[config.mk]
export PLATFORM = sky130hd
export DESIGN_NAME = fbw_host
export DESIGN_NICKNAME = d
export VERILOG_FILES = /design/src/hdl/fbw_pkg.sv /design/src/hdl/fbw_host.sv
export SDC_FILE = /design/constraint.sdc
export NUM_CORES = 1
export LEC_CHECK = 0
export BUFFER_PORTS_ARGS = -buffer_cell sky130_fd_sc_hd__buf_2
export CAP_MARGIN = 10
export CORE_UTILIZATION = 30
export CTS_BUF_LIST = sky130_fd_sc_hd__clkbuf_16
export DETAILED_ROUTE_END_ITERATION = 8
export GPL_ROUTABILITY_DRIVEN = 0
export PLACE_DENSITY = 0.53
export SKIP_CTS_REPAIR_TIMING = 1
export SLEW_MARGIN = 20
export SYNTH_ARGS = -nofsm -noshare
export SYNTH_HDL_FRONTEND = slang
export SYNTH_SLANG_ARGS = --single-unit
[constraint.sdc]
create_clock -name clk -period 7.2 [get_ports clk]
set_input_delay 1.44 -clock clk [delete_from_list [all_inputs] [get_ports clk]]
set_output_delay 1.44 -clock clk [all_outputs]
set_load 0.03 [all_outputs]
[src/hdl/fbw_pkg.sv]
package fbw_pkg;

    // ------------------------------------------------------------
    // Geometry
    // ------------------------------------------------------------
    localparam int ADDR_W        = 17;
    localparam int DATA_W        = 8;
    localparam int COL_W         = 10;
    localparam int SECTORS       = 128;
    localparam int SECTOR_BYTES  = 1024;
    localparam logic [7:0] ERASE_BYTE = 8'hff;

    // ------------------------------------------------------------
    // Timing
    // ------------------------------------------------------------
    localparam int CLK_MHZ       = 50;
    localparam int CLK_NS        = 20;
    localparam int GLITCH_NS     = 20;
    localparam int WP_NS         = 100;
    localparam int AS_NS         = 20;
    localparam int DS_NS         = 50;
    localparam int AH_NS         = 100;
    localparam int READ_NS       = 300;
    localparam int VPS_US        = 2;
    localparam int WC_US         = 150;
    localparam int ABORT_US      = 100;
    localparam int ERASE_MS      = 500;
    localparam int WP_CYC   = (WP_NS + CLK_NS - 1) / CLK_NS;
    localparam int AS_CYC   = (AS_NS + CLK_NS - 1) / CLK_NS;
    localparam int DS_CYC   = (DS_NS + CLK_NS - 1) / CLK_NS;
    localparam int AH_CYC   = (AH_NS + CLK_NS - 1) / CLK_NS;
    localparam int RD_CYC   = (READ_NS + CLK_NS - 1) / CLK_NS;
    localparam int VPS_CYC  = VPS_US * CLK_MHZ;
    localparam int WC_CYC   = WC_US * CLK_MHZ;
    localparam int ABORT_CYC = ABORT_US * CLK_MHZ;
    // Cycles from the device latching the FF byte to it latching the abort write
    localparam int ABORT_LAT_CYC = AH_CYC + AS_CYC + WP_CYC + DS_CYC + 5;
    localparam int ERASE_CYC = ERASE_MS * 1000 * CLK_MHZ;
    localparam int CNT_W    = 26;

    // ------------------------------------------------------------
    // Commands and pin bundle
    // ------------------------------------------------------------
    typedef enum logic [1:0] {
        FBW_CMD_READ  = 2'h0,
        FBW_CMD_WRITE = 2'h1,
        FBW_CMD_SERASE = 2'h2,
        FBW_CMD_CERASE = 2'h3
    } fbw_cmd_t;

    typedef struct packed {
        logic              chip_sel_n;
        logic              out_drv_n;
        logic              wr_strobe_n;
        logic              programming_level;
        logic [ADDR_W-1:0] byte_addr;
    } fbw_pins_t;

endpackage

[src/hdl/fbw_host.sv]
`timescale 1ns/10ps
module fbw_host import fbw_pkg::*; #(
    parameter int ABORT_CYCLES = ABORT_CYC,
    parameter int WC_CYCLES    = WC_CYC,
    parameter int ERASE_CYCLES = ERASE_CYC,
    parameter int VPS_CYCLES   = VPS_CYC
) (
    input  wire logic              clk,
    input  wire logic              rst,
    input  wire logic              req_valid,
    output logic                   req_ready,
    input  wire fbw_cmd_t          req_cmd,
    input  wire logic [ADDR_W-1:0] req_addr,
    input  wire logic [DATA_W-1:0] req_data,
    input  wire logic              abort_req,
    output logic                   rsp_valid,
    output logic [DATA_W-1:0]      rsp_data,
    output logic                   rsp_aborted,
    output fbw_pins_t              pins,
    output logic [DATA_W-1:0]      byte_data_o,
    output logic                   byte_data_oe,
    input  wire logic [DATA_W-1:0] byte_data_i
);

    // ------------------------------------------------------------
    // Sequencer
    // ------------------------------------------------------------
    typedef enum logic [3:0] {
        ST_IDLE  = 4'h0,
        ST_VPS   = 4'h1,
        ST_SETUP = 4'h3,
        ST_PULSE = 4'h2,
        ST_HOLD  = 4'h6,
        ST_WAIT  = 4'h7,
        ST_DONE  = 4'h5,
        ST_READ  = 4'h4,
        ST_ABORT = 4'hc
    } fbw_st_t;

    fbw_st_t           st_reg, st_next;
    logic [CNT_W-1:0]  cnt_reg, cnt_next;
    fbw_cmd_t          cmd_reg, cmd_next;
    logic [ADDR_W-1:0] addr_reg, addr_next;
    logic [DATA_W-1:0] data_reg, data_next;
    logic              pass_reg, pass_next;
    logic              abrt_reg, abrt_next;
    logic [DATA_W-1:0] rdat_reg, rdat_next;
    fbw_pins_t         pins_reg, pins_next;
    logic              oe_reg, oe_next;
    logic              in_window;

    assign req_ready    = (st_reg == ST_IDLE);
    assign rsp_valid    = (st_reg == ST_DONE);
    assign rsp_data     = rdat_reg;
    assign rsp_aborted  = abrt_reg;
    assign pins         = pins_reg;
    assign byte_data_o  = data_reg;
    assign byte_data_oe = oe_reg;
    // Closes early so the abort write still latches inside the device window
    assign in_window = (st_reg == ST_WAIT) && (cmd_reg == FBW_CMD_SERASE)
                       && !pass_reg && (int'(cnt_reg) < ABORT_CYCLES - ABORT_LAT_CYC);

    always_comb begin
        st_next   = st_reg;
        cnt_next  = cnt_reg + 1'b1;
        cmd_next  = cmd_reg;
        addr_next = addr_reg;
        data_next = data_reg;
        pass_next = pass_reg;
        abrt_next = abrt_reg;
        rdat_next = rdat_reg;
        pins_next = pins_reg;
        oe_next   = oe_reg;
        unique case (st_reg)
            ST_IDLE: begin
                cnt_next = '0;
                pins_next.chip_sel_n  = 1'b1;
                pins_next.out_drv_n   = 1'b1;
                pins_next.wr_strobe_n = 1'b1;
                oe_next               = 1'b0;
                if (req_valid) begin
                    cmd_next  = req_cmd;
                    addr_next = req_addr;
                    data_next = req_data;
                    pass_next = 1'b0;
                    abrt_next = 1'b0;
                    pins_next.byte_addr = req_addr;
                    if (req_cmd == FBW_CMD_READ) begin
                        pins_next.programming_level = 1'b0;
                        pins_next.chip_sel_n        = 1'b0;
                        pins_next.out_drv_n         = 1'b0;
                        st_next = ST_READ;
                    end else if (req_cmd == FBW_CMD_WRITE && req_data == ERASE_BYTE) begin
                        st_next = ST_DONE;
                    end else begin
                        // Chip erase select pass first with level low
                        pins_next.programming_level = (req_cmd != FBW_CMD_CERASE);
                        if (req_cmd != FBW_CMD_WRITE) data_next = ERASE_BYTE;
                        st_next = ST_VPS;
                    end
                end
            end
            ST_READ: begin
                if (cnt_reg == CNT_W'(RD_CYC)) begin
                    rdat_next = byte_data_i;
                    pins_next.chip_sel_n = 1'b1;
                    pins_next.out_drv_n  = 1'b1;
                    st_next = ST_DONE;
                end
            end
            ST_VPS: begin
                if (cnt_reg >= CNT_W'(VPS_CYCLES)) begin
                    // Write mode: select low, drive high
                    pins_next.chip_sel_n = 1'b0;
                    pins_next.out_drv_n  = 1'b1;
                    oe_next  = 1'b1;
                    cnt_next = '0;
                    st_next  = ST_SETUP;
                end
            end
            ST_SETUP: begin
                // Address settled before the later falling edge
                if (cnt_reg >= CNT_W'(AS_CYC)) begin
                    pins_next.wr_strobe_n = 1'b0;
                    cnt_next = '0;
                    st_next  = ST_PULSE;
                end
            end
            ST_PULSE: begin
                // Pulse width well above glitch filter
                if (cnt_reg >= CNT_W'(WP_CYC + DS_CYC)) begin
                    // Data held past the early rising edge
                    pins_next.wr_strobe_n = 1'b1;
                    cnt_next = '0;
                    st_next  = ST_HOLD;
                end
            end
            ST_HOLD: begin
                if (cnt_reg >= CNT_W'(AH_CYC)) begin
                    pins_next.chip_sel_n = 1'b1;
                    oe_next  = 1'b0;
                    cnt_next = '0;
                    st_next  = ST_WAIT;
                end
            end
            ST_WAIT: begin
                // Abort by a further write inside the window
                if (in_window && abort_req) begin
                    abrt_next = 1'b1;
                    data_next = 8'h00;
                    cnt_next  = '0;
                    st_next   = ST_ABORT;
                // Device self-times; host waits out the cycle
                // Byte write waited for the full cycle
                end else if (cnt_reg >= CNT_W'(cmd_reg == FBW_CMD_WRITE ? WC_CYCLES
                             : ERASE_CYCLES + (cmd_reg == FBW_CMD_SERASE ? ABORT_CYCLES : 0))) begin
                    if (cmd_reg == FBW_CMD_CERASE && !pass_reg) begin
                        // Second pass with level high runs the chip erase
                        pass_next = 1'b1;
                        pins_next.programming_level = 1'b1;
                        cnt_next = '0;
                        st_next  = ST_VPS;
                    end else begin
                        pins_next.programming_level = 1'b0;
                        st_next = ST_DONE;
                    end
                end
            end
            ST_ABORT: begin
                // Abort write reuses the strobe sequence, then waits briefly
                pins_next.chip_sel_n = 1'b0;
                pins_next.byte_addr  = addr_reg;
                oe_next  = 1'b1;
                pass_next = 1'b1;
                cnt_next = '0;
                st_next  = ST_SETUP;
            end
            ST_DONE: begin
                if (abrt_reg && pass_reg && cmd_reg == FBW_CMD_SERASE) begin
                    pins_next.programming_level = 1'b0;
                end
                st_next = ST_IDLE;
            end
            default: st_next = ST_IDLE;
        endcase
        // Aborted erase ends after its abort write, not after erase time
        if (st_reg == ST_WAIT && abrt_reg && cnt_reg >= CNT_W'(WC_CYCLES)) begin
            pins_next.programming_level = 1'b0;
            st_next = ST_DONE;
        end
    end

    always_ff @(posedge clk or posedge rst) begin
        if (rst) begin
            st_reg   <= ST_IDLE;
            cnt_reg  <= '0;
            cmd_reg  <= FBW_CMD_READ;
            addr_reg <= '0;
            data_reg <= '0;
            pass_reg <= 1'b0;
            abrt_reg <= 1'b0;
            rdat_reg <= '0;
            pins_reg <= '{chip_sel_n: 1'b1, out_drv_n: 1'b1, wr_strobe_n: 1'b1,
                          programming_level: 1'b0, byte_addr: '0};
            oe_reg   <= 1'b0;
        end else begin
            st_reg   <= st_next;
            cnt_reg  <= cnt_next;
            cmd_reg  <= cmd_next;
            addr_reg <= addr_next;
            data_reg <= data_next;
            pass_reg <= pass_next;
            abrt_reg <= abrt_next;
            rdat_reg <= rdat_next;
            pins_reg <= pins_next;
            oe_reg   <= oe_next;
        end
    end
endmodule // fbw_host

==> summary.txt <==
STA
  – Final period util: 48.9%
  – Final Hold Vio Count: 0
  – Unrepaired setup endpoints after global routing: false
  – Slew Viols, Final: 0
  – F_max: roughly 280 MHz
  – Relative slew slack: 34.0%
  – Final setup viols: 0
  – Worst Tran Pin Value: about 0.99 ns
  – Worst-case clock skew: around 0.0055 ns
  – Setup TNS: 0 ns
  – Fin crit period: approximately 3.5 ns
  – Fin worst setup slack: 3.68 ns

Pwr
  – Final Power: 1010 uW
  – Lkg Pwr: 0.00277 uW
  – PD cells: 172 mW/mm2
  – Maximum vdd ir drop: 0.108 mV

Setup path
  – Crit path launch type: flop
  – Worst r2r path cells: 12
  – CP max-delay cell: nor4_1
  – CP Class: reg2out
  – WP data required: between 5 and 6 ns
  – Worst setup EP type: output port
  – CP peak stage delay: 0.78 ns
  – Crit Path Max Fanout: 19
  – CP Cell Sequence: nor4_1 > buf_2
  – Crit path DAT: between 2 and 2.5 ns

Worst hold path
  – Hold path cells: 2
  – Hold WC Path Type: reg2reg

Drt
  – Drt pass-1 iters: 6
  – DR iter-0 viols: ~270
  – Wirelength, routed: 12500 um
  – DRT antenna net count: 0
  – DR WL/cell: between 15 and 20 um
  – Drt via density: 4.92
  – DR vias: around 4100
  – # DRC: 0

Synthesis
  – Mean area per synthesized cell: 9.21 um2
  – Top cell type by total area after synthesis: dfrtp_1
  – Top cell type's share of synthesized area: 43.3%
  – Synth top area cells: dfrtp_1 43%, nand2_1 8.2%, ha_1 5.0%
  – Synth unique cells: 63
  – Syn nets: 598
  – Top_reg_cell synth: dfrtp_1
  – Sequential share of the synthesized area: ~45%
  – Mapped Area: 0.00497 mm2
  – Flops & latches, synth: 89
  – Synth Instances: 539
  – Ys Warns: 0
  – Post-synth ARST share: 100%
  – Number of flops mapped to enable cells by yosys: 0

Final layout
  – Area Growth Syn to Fin: 17.4%
  – Most common cell after layout, fill and taps aside: nand2_1
  – Final core occ: between 30 and 40%
  – Share of layout cells above drive strength 1: 24.5%
  – Most frequent cells in the layout: 109 x nand2_1, 86 x dfrtp_1, 79 x buf_2, 33 x nand3_1, 32 x nor2_1
  – Layout net count: 666
  – Ant. Diodes: 0
  – Finished Cell Area: around 0.0058 mm2
  – Flip-flop count of the largest register after layout: 26

Status
  – Outcome: finished clean

Global route
  – Vias in the first global route: 4050
  – Initial antenna violation count: 0
  – Largest net degree at the start of global routing: 47
  – Remaining Overflow, GRT: 0
  – Total GRT Usage: 15.6%
  – First-pass GRT wire length: 20600 um

Placed design
  – Post-DP Area: roughly 0.0055 mm2
  – Setup slack after placement: 3.93 ns
  – IO buf count: 79
  – Hpwl dp: 8960 um

Floorplan
  – Die Y: 131 um
  – Ports: 80
  – Initial Util: 31.0%
  – Core box area: between 0.015 and 0.02 mm2
  – Die X: 131 um
  – DIE AREA: 0.0171 mm2
  – Num rows: 46

Clock network
  – Clk sink count: between 80 and 90
  – CTS buffer count: 9
  – Clk pin slew, worst setup/hold paths: 0.07 ns
  – Clk Tree Root Cell: clkbuf_16
  – H-tree depth: 3
  – CTS tree: yes
  – Clock Path Buffers: 2
  – Worst-skew pair later-pin latency: 0.35 ns

Run
  – Max Cap Violations: 0
final timing paths:
path / start / to / slack [ns]
max: st_reg[2] / req_ready / 3.68
min: pins[20] / pins[20] / 0.47
max reg2reg: cmd_reg[0] / cnt_reg[14] / 4.15
min reg2reg: pins[20] / pins[20] / 0.47
max in group asynchronous: rst / byte_data_oe / 4.92
min in group asynchronous: rst / addr_reg[0] / 1.20
layer usage:
metal	global-route usage, %	up-vias	share of wire, %
li1	-	1989	-
met1	20.5	1996	47
met2	24.6	71	47
met3	3.30	20	3.9
met4	6.96	0	2.5
met5	0	-	0
Yosys cell counts (3+ instances only):
| master | n |
|---|---|
| o21ai_0 | 16 |
| a31oi_1 | 3 |
| inv_1 | 17 |
| a22oi_1 | 6 |
| a21oi_1 | 21 |
| nand3_1 | 33 |
| nor2_2 | 20 |
| nor2b_1 | 7 |
| mux2_4 | 9 |
| o31ai_1 | 4 |
| or3_1 | 3 |
| buf_2 | 7 |
| xnor2_1 | 7 |
| buf_1 | 3 |
| dfrtp_1 | 86 |
| nor3_2 | 5 |
| nand2_1 | 109 |
| nor3_1 | 19 |
| xor2_1 | 19 |
| dfstp_2 | 3 |
| nor2_1 | 33 |
| clkbuf_1 | 12 |
| nand4_1 | 9 |
| ha_1 | 20 |
| and3_1 | 8 |
| buf_6 | 3 |
| nand2b_1 | 4 |
| a21o_1 | 3 |
report_power, final:
group          switching, uW  leakage, uW  total [uW]  internal (uW)
Clock                    208     0.000147         478            270
Combinational           18.1      0.00150        27.5           9.41
Sequential                 0      0.00112         500            500
Total                    226      0.00277        1010            779
cells by family after synthesis:
group           after synthesis  synth area share [%]
buf+inv                      45                  4.11
xor+xnor                     26                  4.59
mux                          11                  3.12
simple gates                269                  26.9
fa+ha+maj                    20                  5.04
compound gates               79                  11.3
flops                        89                  44.9
stage by stage:
| step | cells | hold WS, ns |
|---|---|---|
| after floorplan | 539 | 0.446 |
| after global placement | 812 | 0.450 |
| after detailed placement | 812 | 0.459 |
| after CTS | 828 | 0.468 |
| after global routing | 828 | 0.481 |
| final | 828 | 0.465 |
layout make-up:
| type | count | area, um2 |
|---|---|---|
| Clock buffer | 9 | 225 |
| Clock inverter | 7 | 70.1 |
| Fill cell | 1677 | 10200 |
| Inverter | 19 | 72.6 |
| Multi-Input combinational cell | 405 | 2530 |
| Sequential cell | 89 | 2230 |
| Tap cell | 216 | 270 |
| Timing Repair Buffer | 83 | 425 |
critical path, delay by kind of cell (launching register included):
family,cells,cell delay [ns]
AND/OR/NAND/NOR,1,0.78
flip-flops,1,0.61
buffers and inverters,1,0.33
Power figures use the tool's default switching activity.
